$ cat src/inc/psagg_params.svh
// constants for the status aggregation block: command codes, bit positions
// assumes a command decoder upstream presents one decoded access per cycle
// What this block does
// - writes to read-only codes raise invalid-command fault
// - fault sets communication summary bit in status byte
// - fault sets invalid-command flag, bit 7, status cml
// - fault notifies host by asserting alert line
// - aggregate status write leaves status bits unchanged
// - phase FFh or 80h returns per-phase fault map
// - other phase returns bit 0 any-status-set
// - unassigned or disabled phase bits read zero
// - bits 3..0 flag faults of phases 3..0
`ifndef PSAGG_PARAMS_SVH
`define PSAGG_PARAMS_SVH
`define PSAGG_CMD_AGGREGATE  8'hDB
`define PSAGG_CMD_PHASE_SUM  8'hDC
`define PSAGG_PHASE_ALL      8'hFF
`define PSAGG_PHASE_ALL_ALT  8'h80
`define PSAGG_BYTE_CML_BIT   1
`define PSAGG_CML_IVC_BIT    7
`define PSAGG_NUM_PHASES     4
`endif

$ cat src/inc/psagg_pkg.sv
// types for the status aggregation block
// assumes the params header is on the include path
package psagg_pkg;
   typedef logic [7:0]  psagg_byte_t;
   typedef logic [55:0] psagg_agg_t;
   typedef logic [15:0] psagg_word_t;
endpackage : psagg_pkg

$ cat src/rtl/psagg_status.sv
// status aggregation: aggregate readback, per-phase summary, invalid-write fault
// assumes the command decoder gives cmd_code with a one-cycle write or read strobe
`timescale 1ns/100ps
`include "psagg_params.svh"
module psagg_status #(
   parameter int NPH = `PSAGG_NUM_PHASES
) (
   // clock and reset
   input  wire logic               core_clk,
   input  wire logic               rst_n,
   // decoded command access
   input  wire logic [7:0]         cmd_code,
   input  wire logic               cmd_wr,
   input  wire logic               cmd_rd,
   input  wire logic               cmd_is_ro,
   input  wire logic [7:0]         phase_sel,
   // live status bytes
   input  wire psagg_pkg::psagg_byte_t st_mfr,
   input  wire psagg_pkg::psagg_byte_t st_other,
   input  wire psagg_pkg::psagg_byte_t st_cml,
   input  wire psagg_pkg::psagg_byte_t st_temp,
   input  wire psagg_pkg::psagg_byte_t st_input,
   input  wire psagg_pkg::psagg_byte_t st_iout,
   input  wire psagg_pkg::psagg_byte_t st_vout,
   // per-phase fault state and assignment
   input  wire logic [NPH-1:0]     phase_fault,
   input  wire logic [NPH-1:0]     phase_enabled,
   input  wire logic               active_any_status,
   // fault reporting outputs
   output logic                    ivc_set,
   output logic                    byte_cml_set,
   output logic                    alert_n,
   // read data
   output psagg_pkg::psagg_agg_t   agg_rdata,
   output psagg_pkg::psagg_word_t  phase_rdata,
   output logic                    rd_valid
);
   import psagg_pkg::*;

   // ========================================
   // local sizes and constants
   // ========================================

   // summary word width, fixed by the command format
   localparam int WORD_W = 16;
   // aggregate readback width, seven status bytes
   localparam int AGG_W  = 56;
   // number of always-zero bits above the phase map
   localparam int PAD_W  = WORD_W - NPH;

   // command codes and phase selectors at their bus widths
   localparam logic [7:0] CODE_AGG = `PSAGG_CMD_AGGREGATE;
   localparam logic [7:0] CODE_SUM = `PSAGG_CMD_PHASE_SUM;
   localparam logic [7:0] SEL_ALL  = `PSAGG_PHASE_ALL;
   localparam logic [7:0] SEL_ALT  = `PSAGG_PHASE_ALL_ALT;

   // ========================================
   // access decode
   // ========================================

   // the access addresses the aggregate readback
   wire logic hit_agg;
   // the access addresses the per-phase summary
   wire logic hit_sum;
   // a read of the aggregate readback
   wire logic rd_agg;
   // a read of the per-phase summary
   wire logic rd_sum;
   // a write that the command set refuses
   wire logic bad_wr;

   assign hit_agg = (cmd_code == CODE_AGG);
   assign hit_sum = (cmd_code == CODE_SUM);
   assign rd_agg  = cmd_rd & hit_agg;
   assign rd_sum  = cmd_rd & hit_sum;

   // the aggregate code counts as read-only even if the decoder misses it
   assign bad_wr  = cmd_wr & (cmd_is_ro | hit_agg);

   // ========================================
   // phase selection
   // ========================================

   // broadcast selector: the host asks for the whole map
   wire logic sel_all;
   // alternate broadcast selector, treated the same way
   wire logic sel_alt;
   // either selector picks the map form of the summary
   wire logic all_phase;

   assign sel_all   = (phase_sel == SEL_ALL);
   assign sel_alt   = (phase_sel == SEL_ALT);
   assign all_phase = sel_all | sel_alt;

   // ========================================
   // per-phase fault map
   // ========================================

   // one bit per phase, forced low for unassigned or disabled phases
   wire logic [NPH-1:0] map;

   genvar gi;
   generate
      for (gi = 0; gi < NPH; gi++)
      begin : g_phase
         // a phase only reports while it is assigned and enabled
         assign map[gi] = phase_fault[gi] & phase_enabled[gi];
      end
   endgenerate

   // map padded to the word, reserved bits held at zero
   wire psagg_word_t map_word;
   assign map_word = {{PAD_W{1'b0}}, map};

   // named flags of the four phase positions
   wire logic phase_zero_fault_flag;
   wire logic phase_one_fault_flag;
   wire logic phase_two_fault_flag;
   wire logic phase_three_fault_flag;

   assign phase_zero_fault_flag  = map_word[0];
   assign phase_one_fault_flag   = map_word[1];
   assign phase_two_fault_flag   = map_word[2];
   assign phase_three_fault_flag = map_word[3];

   // ========================================
   // summary and readback next values
   // ========================================

   // single-phase form: bit 0 tells whether the selected phase shows any status
   wire psagg_word_t one_word;
   assign one_word = {15'h0000, active_any_status};

   // map form rebuilt from the named flags
   wire psagg_word_t all_word;
   assign all_word = {map_word[WORD_W-1:4], phase_three_fault_flag, phase_two_fault_flag,
                      phase_one_fault_flag, phase_zero_fault_flag};

   // summary value chosen by the phase selector
   wire psagg_word_t phase_d;
   assign phase_d = all_phase ? all_word : one_word;

   // live status bytes packed manufacturer byte first
   wire psagg_agg_t agg_d;
   assign agg_d = {st_mfr, st_other, st_cml, st_temp,
                   st_input, st_iout, st_vout};

   // ========================================
   // fault reporting registers
   // ========================================

   logic ivc_q;   // invalid-command set request, one cycle
   logic cml_q;   // communication summary set request, one cycle
   logic alert_q; // host notification, held until reset

   // set request to the invalid-command flag of the communication status
   always_ff @(posedge core_clk or negedge rst_n)
   begin
      if (!rst_n)
      begin
         ivc_q <= 1'b0;
      end
      else
      begin
         ivc_q <= bad_wr;
      end
   end

   // set request to the communication summary bit of the status byte
   always_ff @(posedge core_clk or negedge rst_n)
   begin
      if (!rst_n)
      begin
         cml_q <= 1'b0;
      end
      else
      begin
         cml_q <= bad_wr;
      end
   end

   // notification stays up until reset; clearing belongs to the alert responder
   always_ff @(posedge core_clk or negedge rst_n)
   begin
      if (!rst_n)
      begin
         alert_q <= 1'b0;
      end
      else
      begin
         alert_q <= alert_q | bad_wr;
      end
   end

   // ========================================
   // read data registers
   // ========================================

   psagg_agg_t  agg_q;   // aggregate readback
   psagg_word_t phase_q; // per-phase summary
   logic        valid_q; // read answer strobe

   // aggregate readback captured on its read, never on a write
   always_ff @(posedge core_clk or negedge rst_n)
   begin
      if (!rst_n)
      begin
         agg_q <= 56'h0;
      end
      else if (rd_agg)
      begin
         agg_q <= agg_d;
      end
   end

   // summary captured on its read, never on a write
   always_ff @(posedge core_clk or negedge rst_n)
   begin
      if (!rst_n)
      begin
         phase_q <= 16'h0000;
      end
      else if (rd_sum)
      begin
         phase_q <= phase_d;
      end
   end

   // one-cycle strobe marking the read answer
   always_ff @(posedge core_clk or negedge rst_n)
   begin
      if (!rst_n)
      begin
         valid_q <= 1'b0;
      end
      else
      begin
         valid_q <= cmd_rd;
      end
   end

   // ========================================
   // outputs
   // ========================================

   // one-cycle set requests toward the status bytes
   assign ivc_set      = ivc_q;
   assign byte_cml_set = cml_q;

   // notification is active low on the pin
   assign alert_n      = ~alert_q;

   // read data and its strobe straight from the flops
   assign agg_rdata    = agg_q;
   assign phase_rdata  = phase_q;
   assign rd_valid     = valid_q;

   // ========================================
   // checks
   // ========================================

   // a refused write raises the invalid-command request and the alert
   ivc_flag_a: assert property (@(posedge core_clk) disable iff (!rst_n)
      bad_wr |=> ivc_set && !alert_n)
      else $error("ivc missed");

   // a refused write raises the communication summary request
   cml_flag_a: assert property (@(posedge core_clk) disable iff (!rst_n)
      bad_wr |=> byte_cml_set)
      else $error("cml summary missed");

   // the alert never drops before reset
   alert_hold_a: assert property (@(posedge core_clk) disable iff (!rst_n)
      !alert_n |=> !alert_n)
      else $error("alert dropped");

   // no fault without a refused write
   quiet_write_a: assert property (@(posedge core_clk) disable iff (!rst_n)
      !bad_wr |=> !ivc_set && !byte_cml_set)
      else $error("spurious fault");

   // reserved summary bits stay low
   reserved_zero_a: assert property (@(posedge core_clk) disable iff (!rst_n)
      phase_rdata[15:4] == 12'h000)
      else $error("reserved set");

   // map read returns the enabled faulted phases
   map_read_a: assert property (@(posedge core_clk) disable iff (!rst_n)
      (rd_sum && all_phase) |=> phase_rdata == {{PAD_W{1'b0}}, $past(phase_fault & phase_enabled)})
      else $error("map read wrong");

   // single-phase read returns the any-status bit
   one_read_a: assert property (@(posedge core_clk) disable iff (!rst_n)
      (rd_sum && !all_phase) |=> phase_rdata == {15'h0000, $past(active_any_status)})
      else $error("phase read wrong");

   // aggregate read packs the bytes in order
   agg_read_a: assert property (@(posedge core_clk) disable iff (!rst_n)
      rd_agg |=> agg_rdata == $past({st_mfr, st_other, st_cml, st_temp, st_input, st_iout, st_vout}))
      else $error("aggregate read wrong");

   // a write alone leaves both readbacks as they were
   write_keep_a: assert property (@(posedge core_clk) disable iff (!rst_n)
      (cmd_wr && !cmd_rd) |=> $stable(agg_rdata) && $stable(phase_rdata))
      else $error("readback changed by write");

   // every read is answered next cycle
   read_valid_a: assert property (@(posedge core_clk) disable iff (!rst_n)
      cmd_rd |=> rd_valid)
      else $error("read not answered");
endmodule : psagg_status

$ cat config.mk
export PLATFORM = sky130hd
export DESIGN_NAME = psagg_status
export DESIGN_NICKNAME = d
export VERILOG_FILES = /design/src/inc/psagg_pkg.sv /design/src/rtl/psagg_status.sv
export VERILOG_INCLUDE_DIRS = /design/src /design/src/inc
export SDC_FILE = /design/constraint.sdc
export NUM_CORES = 1
export LEC_CHECK = 0
export BUFFER_PORTS_ARGS = -buffer_cell sky130_fd_sc_hd__buf_2
export CAP_MARGIN = 20
export CORE_MARGIN = 2
export CORE_UTILIZATION = 35
export CTS_CLUSTER_DIAMETER = 40
export CTS_CLUSTER_SIZE = 25
export DETAILED_ROUTE_END_ITERATION = 7
export PLACE_DENSITY = 0.75
export SETUP_SLACK_MARGIN = 0.02
export SLEW_MARGIN = 20
export SYNTH_ARGS = -nofsm -noshare
export SYNTH_HDL_FRONTEND = slang
export SYNTH_SLANG_ARGS = --single-unit
$ cat constraint.sdc
create_clock -name core_clk -period 0.8 [get_ports core_clk]
set_input_delay 0 -clock core_clk [delete_from_list [all_inputs] [get_ports core_clk]]
set_output_delay 0 -clock core_clk [all_outputs]
set_load 0.005 [all_outputs]
# Yosys cells after proc, flatten, opt, wreduce, memory -nomap -nowiden
# Index checks and enable logic that the tools add are counted.
# classes
n_eq_ne	4
n_mux	1
n_bitwise	11
# op_table
op	count
equality test 8 bit (second input constant)	4
AND 1 bit	7
two-way mux 4 bit	1
bitwise OR 1 bit	3
inverter 1 bit	1
# word_totals
reg_bits	75
wordCells	21

# Logic depth before layout (Yosys ltp)
# Gate-level depths: netlist of the first run.
# depth
ltp_word	4
mapped_depth	5

# Worst setup path after synthesis of the first run
# OpenSTA, ideal clock, no wires.
# synth_path
path_kind	input to register
start	in cmd_code[5]
end	reg agg_q[0], in the netlist agg_rdata[0]
setup_time_ns	0.127
arrival_ns	1.110
required_ns	0.673
slack_ns	-0.437
path_stages	5
n_path_buf	2
path_cell_list	and4b_1 > and4_1 > buf_4 > buf_6 > mux2_1
# synth_between
elab_chain_cells	2
# synth_lines
item	line	text
start, declared	psagg_status.sv:12	input wire logic [7:0] cmd_code,
equality test 8 bit	psagg_status.sv:72	assign hit_agg = (cmd_code == CODE_AGG);
AND 1 bit	psagg_status.sv:74	assign rd_agg = cmd_rd & hit_agg;
end signal, assigned	psagg_status.sv:212	agg_q <= agg_d;
end, declared	psagg_status.sv:199	psagg_agg_t agg_q;
# No other way between the ends.
# A chain may end at the register's enable or synchronous reset.

# Worst setup path in the final report of the first run
# layout_path
start	in cmd_code[5]
end	reg agg_q[44], in the netlist agg_rdata[44]
# Same word-level chain as after synthesis.

==> results of run 1 <==
-- layer usage --
metal,up-vias,GRT usage,routed length [um]
met5,-,0,0
met4,0,0.0570,53
met3,5,0.0526,469
met2,100,0.323,3850
met1,1052,0.170,2730
li1,1010,-,-
-- power groups by stage --
| stage | clock network, mW | registers [mW] | logic (mW) |
|---|---|---|---|
| after floorplan | 0 | 3.46 | 0.185 |
| after global placement | 0 | 3.45 | 0.601 |
| after detailed placement | 0 | 3.45 | 0.618 |
| after CTS | 3.03 | 3.39 | 0.884 |
| after global routing | 3.18 | 3.41 | 1.03 |
| final | 2.96 | 3.40 | 0.938 |
-- what timing repair did --
| item | 4_1_cts | 5_1_grt |
|---|---|---|
| setup buffers | 0 | 3 |
| pin swaps | 1 | 3 |
| endpoints found under the setup margin | 125 | 124 |
| gates resized for setup | 12 | 16 |
| gates cloned | 1 | 0 |
| endpoints found under the hold margin | 124 | 1 |
-- kinds of logic (layout without fill, tap and decap cells) --
logic type / after synthesis / in the layout / synth area share
AOI/OAI and AO/OA: 8 / 8 / 0.0308
buffers and inverters: 22 / 244 / 0.0651
DFF: 63 / 63 / 0.616
muxes: 56 / 56 / 0.247
other: 1 / 12 / 0.00147
and+or+nand+nor: 12 / 12 / 0.0396
-- registers in the layout, indices dropped and copies added (netlist names) --
register / flops
phase_rdata: 4
rd_valid: 1
agg_rdata: 56
byte_cml_set: 1
alert_q: 1
-- layout make-up --
class | count | area, um^2 | area share
Clock buffer | 11 | 141 | 0.0318
Sequential cell | 63 | 1580 | 0.355
Inverter | 3 | 11.3 | 0.00254
Clock inverter | 4 | 70.1 | 0.0158
Multi-Input combinational cell | 88 | 953 | 0.215
Timing Repair Buffer | 226 | 1560 | 0.352
Tap cell | 99 | 124 | 0.0279
-- metrics by stage --
stage	utilization	std cells
floorplan	-	173
global placement	0.476	410
detailed placement	0.476	410
CTS	0.607	491
global route	0.619	494
finish	0.619	494
-- cell usage after synthesis (3+ instances only) --
| library cell | count | area share |
|---|---|---|
| dfrtp_1 | 63 | 0.62 |
| mux2_2 | 16 | 0.070 |
| mux2_1 | 40 | 0.18 |
| buf_6 | 4 | 0.018 |
| a32o_2 | 3 | 0.013 |
| buf_4 | 14 | 0.041 |
| inv_1 | 3 | 0.0044 |
-- how the worst min path moves through the flow --
stage | depth (start not counted) | start | endpoint
global route | 3 | cmd_is_ro | byte_cml_set
CTS | 3 | cmd_is_ro | byte_cml_set
global placement | 2 | rst_n | agg_rdata[48]
floorplan | 0 | rst_n | agg_rdata[0]
detailed placement | 2 | rst_n | agg_rdata[48]
finish | 3 | cmd_is_ro | byte_cml_set
-- worst max-delay path, delay by kind of cell --
kind | cells | cell delay, ns
and+or+nand+nor | 2 | 0.55
buffers and inverters | 2 | 0.29
muxes | 1 | 0.35
==> results.md, run 1 <==
Worst setup path:
- The critical path ends at agg_rdata[44].
- The register-to-register path setup slack is -0.06 ns.
- The endpoint of the most critical register-to-register path is phase_rdata[1].
- Along the worst path, the maximum fanout reaches 25.
- Data on the critical path is required at its endpoint by 1.01 ns.
- Walking the worst path, the cells encountered are buf_6 > and4b_1 > and4_4 > buf_12 > mux2_2.
- The sort of element at the start of the critical path is a primary input.
- The master of the slowest instance on the critical path is mux2_2.
- The worst reg-to-reg path cell count is 2.
- The kind of end point of the critical path is a register.
- In this run the worst setup path begins at cmd_code[5].
- For this run, the slowest stage of the critical path takes 0.35 ns.
- The critical path class is in -> reg.
- The worst register-to-register path begins at phase_rdata[1].
- Data on the critical path arrives at its endpoint at 1.20 ns.

Synth:
- Synthesis produced a netlist whose cell count is 162.
- Of all flip-flops after synthesis, the portion carrying an async set or reset was 1.00.
- The summed instance area of the synthesized netlist is 2560 um^2.
- The number of flops mapped to enable cells by yosys is 0.
- The fraction of the yosys area taken by sequential cells is 0.616.
- The number of distinct standard cells referenced by the synthesized netlist is 26.
- During synthesis, Yosys emitted a total of 0 warnings.
- In this run, synthesis produced a sequential element count of 63.
- The mean instance size in the synthesized netlist is 15.8 um^2.
- In the synthesized netlist the dominant register cell turns out to be dfrtp_1.

Timing:
- Dividing the final minimum period by the clock period gives 1.25.
- The final hold violation count is 1.
- Final hold analysis gives a worst-case slack of -0.0271 ns.
- Setup repair after global routing could not meet its margin everywhere.
- Static timing analysis puts the maximum clock frequency at 1000 MHz.
- For the final routed database, the setup TNS stands at -11.52 ns.
- The final worst clock skew is 0 ns.
- The final count of pins violating max slew is 0.
- The time the final worst path needs with I/O delays and setup is 0.997 ns.
- The number of endpoints failing setup at the final stage is 124.
- The final critical-path setup slack is -0.197 ns.

Clocking:
- The post-cts hold buffer count is 65.
- At the later pin of the worst-skew pair, clock insertion delay measures 0.31 ns.
- The root buffer selected by CTS is clkbuf_8.
- Counting along the longest clock path gives a buffer depth of 2.
- For this design, the sink count on the clock tree is 63.
- The register clock-pin slew on the reported worst setup and hold paths is 0.07 ns.
- The number of clock buffers inserted by TritonCTS is 9.
- The level count of the clock H-tree is 3.
- TritonCTS built the clock tree.

GRT:
- The maximum number of pins on one net before global-route repair is 37.
- The number of global-route vias before repair was 2,248.
- For this run, the total global-route usage over all layers was measured as 0.168.
- The number of antenna violations at the first check in global routing is 0.
- Summed over all layers, the global routing overflow is 0.
- The global-route wire length before repair is 10,000 um.

Layout:
- After routing the design area is 4440 um^2.
- The most frequent standard cell in the layout excluding fill and tap cells is buf_2.
- The number of antenna diodes in the final layout is 0.
- The fill cell instance count of the final layout is 553.
- The final net count is 477.
- The top cell types in the final layout, fill and taps aside, are buf_2, dlygate4sd3_1, dfrtp_1.
- Compared with the post-synthesis result, the final layout area differs by 73.6%.
- In the final layout, the share of cells above drive strength 1 is 0.549.

Floorplanning:
- Measured along the x axis, the die boundary spans 89.5 um.
- The number of top-level design ports is 162.
- After floorplanning, the core was divided into 31 placement rows.
- The initial utilization of the core area, before any placement, comes to 0.356.
- The die is 89.5 um tall.
- The full die area is 8010 um^2.
- The area of the core region is 7180 um^2.

Power:
- The power density normalized to cell area is 1640 nW/um^2.
- The share of total power dissipated in the clock network is 0.406.
- The analysis attributes to cell leakage a power of 2.48 nW.
- The maximum vdd drop is 0.958 mV.
- The total chip power is 7.30 mW.
- The proportion of power drawn by combinational gates is 0.129.
- Of the total power, registers draw 0.466.
- The switching power of the nets is 1.55 mW.
- Of the total power, the share spent switching nets is 0.213.
- Cell internal power was estimated by the tool at 5.75 mW.

Routing:
- Summing over every cut layer, the via total after detailed routing is 2,167.
- After the first detailed-routing iteration, the DRC count stood at 31.
- After detailed routing, the number of remaining DRC violations is 0.
- The average via count per standard cell is 4.39.
- The detailed-route wire length per cell is 14.4 um.
- The sum of routed wire length over all layers is 7110 um.
- The first TritonRoute pass finished after 4 iterations.
- The remaining antenna violation count after routing is 0.

Worst hold path:
- The path class of the tightest hold or removal check is in -> reg.

Placement:
- The congestion estimate from routability-driven global placement came to 0.719.
- The post-placement worst setup slack is -0.545 ns.
- The total cell area at the placement stage is 3410 um^2.
- The count of buffers added on input and output ports is 149.
- Summed over all nets, the half-perimeter wirelength after detailed placement is 3980 um.

Job:
- The max-cap violation count is 0.

Run status:
- The flow ran to the end, but the final reports show violations.
- The final reports fail on negative hold slack, negative setup slack.
(Power assumes the default switching activity.)
==> run 2, diff against run 1 <==
- CORE_ASPECT_RATIO: unset -> 1.5
==> run 2 against run 1 <==
The run still ends with negative hold slack, negative setup slack left. Critical path depth did not move. Worst hold slack worse by 0.0024 ns. Critical path type unchanged. Highest routed layer unchanged. Final cell count is 0.20% lower. Largest power group unchanged. Worst setup slack improved by 0.013 ns. Non-clock buffer count down 1.
==> results.md, run 2 (synthesized netlist as in run 1, its figures left out) <==
Timing:
- The post-route fraction of the period consumed by the critical path came to 1.23 (-0.0166).
- The hold slack came to -0.0295 ns (-0.00242 ns).
- Setup repair after global routing could not meet its margin everywhere.
- The time the final worst path needs with I/O delays and setup is 0.984 ns (-0.0132 ns).
- The final critical-path setup slack is -0.184 ns (+0.0132 ns).
- The number of endpoints failing setup at the final stage is 124 (unchanged).
- The final hold violation count is 1 (unchanged).
- The final count of pins violating max slew is 0 (unchanged).
- The fmax is 1020 MHz (+1.3%).
- The final worst clock skew is 0 ns (unchanged).

Clocking:
- The register clock-pin slew on the reported worst setup and hold paths was 0.06 ns (about the same).
- CTS placed an instance of clkbuf_8 at the clock tree root.
- The level count of the clock H-tree is 3 (unchanged).
- The maximum clock path buffer count is 2 (unchanged).
- The clock insertion delay at the later pin of the skew report is 0.32 ns (about the same).
- The number of clock buffers inserted by TritonCTS came to 9 (unchanged).
- The clock tree from TritonCTS is done.
- The post-cts hold buffer count is 64 (-1.5%).
- The number of clock sinks is 63 (unchanged).

Worst setup path:
- The data required time at the worst endpoint is 1.00 ns (about the same).
- The number of stages on the worst setup path was 5 (unchanged).
- The longest individual stage delay on the worst path is 0.35 ns (about the same).
- The largest individual stage delay along the critical path comes from the cell mux2_1.
- The biggest fanout along the worst timing path is 23 (-8.0%).
- The critical path class is in -> reg.
- The kind of end point of the critical path is a register.
- In this design, the largest share of critical-path delay is due to simple AND/OR/NAND/NOR gates.
- The worst reg-to-reg path cell count was 2 (unchanged).
- The critical path buffer and inverter count is 2 (unchanged).
- STA classifies the critical path startpoint as a primary input.
- The data arrival at the endpoint of the critical path is 1.19 ns (about the same).
- Traced cell by cell, the critical path runs through buf_6 > and4b_1 > and4_4 > buf_12 > mux2_1.

Placement:
- The count of port buffers added during placement is 149 (unchanged).
- The post-placement worst setup slack was -0.551 ns (-0.00613 ns).
- The final HPWL from detailed placement is 4180 um (+5.0%).
- The final estimated routing congestion in global placement came to 0.749 (+4.2%).
- The total placed cells including tap cells is 412 (+0.49%).
- The total cell area at the placement stage was 3420 um^2 (+0.26%).

Layout:
- The cell area after layout is 4390 um^2 (-1.2%).
- The number of diodes added for antenna fixing is 0 (unchanged).
- Leaving out fill and tap cells, the most frequent cell in the layout is buf_2.
- The final cell count without fillers is 493 (-0.20%).
- The fill cell instance count of the final layout is 534 (-3.4%).
- The number of flip-flops in the largest register is 56 (unchanged).
- In the layout the commonest cells are buf_2, dlygate4sd3_1, dfrtp_1.
- The final cell utilization of the core was 0.611 (-0.00764).
- Relative to the synthesized area, the layout overhead comes to 71.5%.
- The final net count is 476 (-0.21%).
- The share of cells above drive strength 1 came to 0.532 (-0.0176).

Floorplanning:
- The starting density of the core is 0.356 (about the same).
- The vertical die dimension came to 109 um (+21%).
- The area of the core region is 7180 um^2 (about the same).
- The number of top-level design ports was 162 (unchanged).
- The standard-cell row count is 38 (+23%).
- The die width is 73.8 um (-18%).
- The full die area is 8020 um^2 (+0.18%).

GRT:
- The number of global-route vias before repair was 2,223 (-1.1%).
- The maximum number of pins on one net before global-route repair is 64 (+73%).
- The total global routing track utilization is 0.169 (+0.000777).
- The number of antenna violations at the first check in global routing came to 0 (unchanged).
- The residual overflow from global routing is 0 (unchanged).
- The global-route wire length before repair is 10,100 um (+1.0%).

Routing:
- The first-pass iteration count of the detailed router came to 4 (unchanged).
- The remaining antenna violation count after routing is 0 (unchanged).
- The average via count per standard cell is 4.45 (+1.5%).
- The DRC violation count after routing is 0 (unchanged).
- The total number of vias is 2,196 (+1.3%).
- The sum of routed wire length over all layers is 6960 um (-2.1%).
- The detailed-route wire length per cell is 14.1 um (-1.9%).
- The number of violations reported at the end of detailed-routing iteration 0 is 45 (+45%).

Worst hold path:
- The number of instances on the worst hold path is 2 (-1).
- The worst hold path class is in -> reg.

Job:
- The max-cap violation count was 0 (unchanged).

Run status:
- The final reports fail on negative hold slack, negative setup slack.
- The flow ran to the end, but the final reports show violations.

Power:
- The maximum vdd drop is 1.13 mV (+18%).
- The power density normalized to cell area is 1520 nW/um^2 (-7.8%).
- The total leakage power is 2.48 nW (-0.32%).
[run 2: stage by stage]
| step | setup TNS (ns) | power [mW] |
|---|---|---|
| final | -10.78 | 6.65 |
| after CTS | -11.59 | 6.70 |
| after global routing | -14.88 | 7.00 |
| after global placement | -29.34 | 4.05 |
| after floorplan | -22.17 | 3.65 |
| after detailed placement | -31.06 | 4.08 |
[run 2: area by class of cell]
type | count | area, um^2 | area share
repair buffers | 225 | 1560 | 0.355
inverters | 3 | 11.3 | 0.00257
flip-flops and latches | 63 | 1580 | 0.359
clock buffers | 13 | 159 | 0.0362
clock inverters | 1 | 5.00 | 0.00114
well taps | 100 | 125 | 0.0285
multi-input cells | 88 | 953 | 0.217
[run 2: path summary, 6_finish.rpt]
path	start	end	slack [ns]
setup / recovery	cmd_code[5]	agg_rdata[6]	-0.18
hold / removal	cmd_wr	byte_cml_set	-0.03
setup reg to reg	phase_rdata[3]	phase_rdata[3]	-0.04
hold reg to reg	agg_rdata[24]	agg_rdata[24]	0.48
max in group asynchronous	rst_n	rd_valid	0.31
min in group asynchronous	rst_n	agg_rdata[9]	0.21
[run 2: repair_timing]
| action | 4_1_cts | 5_1_grt |
|---|---|---|
| setup buffers | 0 | 2 |
| endpoints found under the setup margin | 124 | 125 |
| pin swaps | 2 | 2 |
| endpoints found under the hold margin | 124 | 1 |
| cloned | 1 | 0 |
| resized for setup | 7 | 23 |
[run 2: layer usage]
| layer | track usage | vias to the layer above | share of wire |
|---|---|---|---|
| met5 | 0 | - | 0 |
| met4 | 0.100 | 0 | 0.036 |
| met3 | 0.0481 | 24 | 0.063 |
| met2 | 0.299 | 112 | 0.54 |
| met1 | 0.171 | 1056 | 0.37 |
| li1 | - | 1004 | - |
[run 2: where the power goes]
group | switching, mW | internal [mW] | leakage [nW] | total [mW]
Sequential | 0.0700 | 3.33 | 0.856 | 3.40
Combinational | 0.328 | 0.603 | 1.53 | 0.931
Clock | 1.07 | 1.26 | 0.0854 | 2.32
==> run 3, diff against run 2 <==
- CORE_MARGIN: 2 -> unset
- CORE_UTILIZATION: 35 -> 38
- PLACE_DENSITY: 0.75 -> 0.8
==> run 3 against run 2 <==
The run still ends with negative hold slack, negative setup slack left. Highest routed layer unchanged. Fmax is 3.0% lower. Worst hold slack lost 0.029 ns. Register-to-register slack better by 0.03 ns.
==> results.md, run 3 (synthesized netlist as in run 1, its figures left out) <==
Run status:
- The run finished, with violations left.
- The checks that failed: negative hold slack, negative setup slack.

Routing:
- The remaining antenna violation count after routing is 0 (unchanged).
- The sum of routed wire length over all layers is 7510 um (+7.9%).
- The average via count per standard cell came to 4.69 (+5.3%).
- The detailed-route wire length per cell is 15.9 um (+12%).
- The first-pass iteration count of the detailed router was 4 (unchanged).
- The DRC violation count after routing is 0 (unchanged).
- The number of violations reported at the end of detailed-routing iteration 0 was 88 (+96%).
- The total number of vias came to 2,219 (+1.0%).

Floorplanning:
- The starting density of the core is 0.394 (+0.0381).
- The full die area was 7070 um^2 (-12%).
- The area of the core region was 6490 um^2 (-9.7%).
- The number of top-level design ports is 162 (unchanged).
- The die width is 69.0 um (-6.5%).
- The standard-cell row count is 36 (-5.3%).
- The vertical die dimension was 102 um (-5.7%).

Layout:
- In the layout the commonest cells are buf_2, dlygate4sd3_1, dfrtp_1.
- The number of diodes added for antenna fixing is 0 (unchanged).
- The number of flip-flops in the largest register is 56 (unchanged).
- The final net count is 478 (+0.42%).
- The library cell used most frequently in the layout, excluding fill and tap cells, is buf_2.
- The growth of design area from synthesis to finish is 75.3%.
- The final cell utilization of the core is 0.691 (+0.0802).
- The share of cells above drive strength 1 is 0.544 (+0.0123).

Worst setup path:
- STA classifies the critical path startpoint as a primary input.
- The worst setup path is of the in -> reg kind.
- STA classifies the critical path endpoint as a register.
- The data arrival at the endpoint of the critical path is 1.22 ns (+0.03 ns).
- The biggest fanout along the worst timing path is 29 (+26%).
- The data required time at the worst endpoint is 1.01 ns (about the same).

Timing:
- The final critical-path setup slack is -0.214 ns (-0.0304 ns).
- The hold slack is -0.0588 ns (-0.0293 ns).
- Setup repair after global routing could not meet its margin everywhere.
- The number of endpoints failing setup at the final stage is 124 (unchanged).
- The time the final worst path needs with I/O delays and setup came to 1.01 ns (+0.0304 ns).
- The final hold violation count came to 1 (unchanged).
- The post-route fraction of the period consumed by the critical path is 1.27 (+0.0381).
- The fmax is 986 MHz (-3.0%).
- The final worst clock skew came to 0 ns (unchanged).
- The final count of pins violating max slew came to 0 (unchanged).

Power:
- The clock network power share is 0.356 (+0.007).
- The total leakage power is 2.50 nW (+0.92%).
- The switching power of the nets came to 1.53 mW (+4.3%).
- The sequential power share is 0.502 (-0.009).
- The proportion of power drawn by combinational gates is 0.141 (about the same).
- The internal power consumption is 5.25 mW (+1.2%).
- The maximum vdd drop is 0.986 mV (-13%).
- The switching power share of the total is 0.225 (+0.00523).
- The power density normalized to cell area came to 1510 nW/um^2 (-0.32%).
- The total chip power was 6.78 mW (+1.9%).

GRT:
- The met3 routing resource usage after global routing came to 0.0603 (+0.0122).
- The number of antenna violations at the first check in global routing is 0 (unchanged).
- The global-route wire length before repair is 11,100 um (+10%).
- The met1 global-route usage is 0.215 (+0.0441).
- The number of global-route vias before repair is 2,363 (+6.3%).
- The maximum number of pins on one net before global-route repair is 34 (-47%).
- The global routing's busiest layer is met2.
- The residual overflow from global routing is 0 (unchanged).
- The global routing usage on met2 is 0.431 (+0.132).
- The total global routing track utilization is 0.224 (+0.0551).

Clocking:
- The maximum clock path buffer count is 2 (unchanged).
- TritonCTS built the clock tree.
- The register clock-pin slew on the reported worst setup and hold paths was 0.06 ns (about the same).
- The level count of the clock H-tree is 3 (unchanged).
- The root buffer selected by CTS is clkbuf_8.
- The clock insertion delay at the later pin of the skew report was 0.33 ns (about the same).
- The number of clock sinks came to 63 (unchanged).
- The number of clock buffers inserted by TritonCTS came to 9 (unchanged).
- The post-cts hold buffer count came to 64 (unchanged).

Placement:
- The final HPWL from detailed placement is 4180 um (+0.21%).
- The count of port buffers added during placement is 149 (unchanged).
- The final estimated routing congestion in global placement is 0.702 (-6.3%).

Worst hold path:
- The worst hold path class is in -> reg.

Job:
- The max-cap violation count came to 0 (unchanged).
==> run 3: area by class of cell <==
| class | instances | area (um^2) |
|---|---|---|
| Fill cell | 464 | 2000 |
| Timing Repair Buffer | 227 | 1630 |
| Sequential cell | 63 | 1580 |
| Multi-Input combinational cell | 88 | 996 |
| Clock buffer | 16 | 170 |
| Tap cell | 76 | 95.1 |
| Inverter | 3 | 11.3 |
==> run 3: final timing paths <==
kind                               start             to  slack [ns]  cells past startpoint
hold / removal                    cmd_wr   byte_cml_set       -0.06                      2
max in group asynchronous          rst_n   agg_rdata[0]        0.24                      3
hold reg to reg            agg_rdata[21]  agg_rdata[21]        0.48                      1
min in group asynchronous          rst_n  agg_rdata[38]        0.18                      3
setup reg to reg           agg_rdata[20]  agg_rdata[20]       -0.01                      1
setup / recovery             cmd_code[5]  agg_rdata[20]       -0.21                      5
==> run 3: routing by layer <==
metal,wire length (um),vias up
li1,-,1013
met1,2510,1088
met2,4400,101
met3,436,17
met4,167,0
met5,0,-
==> run 3: critical path, stage by stage <==
cell and delay (ns):
buf_6 0.09, and4b_1 0.27, and4_4 0.29, buf_12 0.21
mux2_1 0.36
==> run 3: what timing repair did <==
item,in CTS,in global routing
pin swaps,1,3
buffers inserted,1,2
hold endpoints to repair,124,1
gates resized for setup,26,15
endpoints found under the setup margin,124,125
cloned,2,1
==> run 3: power groups by stage <==
| stage | Clock (mW) | Sequential [mW] | Combinational (mW) |
|---|---|---|---|
| global route | 2.64 | 3.42 | 1.05 |
| floorplan | 0 | 3.46 | 0.185 |
| finish | 2.41 | 3.40 | 0.957 |
| global placement | 0 | 3.45 | 0.601 |
| detailed placement | 0 | 3.46 | 0.621 |
| CTS | 2.50 | 3.40 | 0.911 |
==> run 3: per-stage QoR <==
stage,setup WS [ns],instances,setup TNS [ns],instance area [um^2]
6_report,-0.214,473,-13.71,4480
4_1_cts,-0.177,470,-11.66,4370
2_1_floorplan,-0.399,173,-22.17,2600
3_5_place_dp,-0.547,387,-31.28,3380
3_3_place_gp,-0.508,387,-30.05,3380
5_1_grt,-0.223,473,-17.14,4480
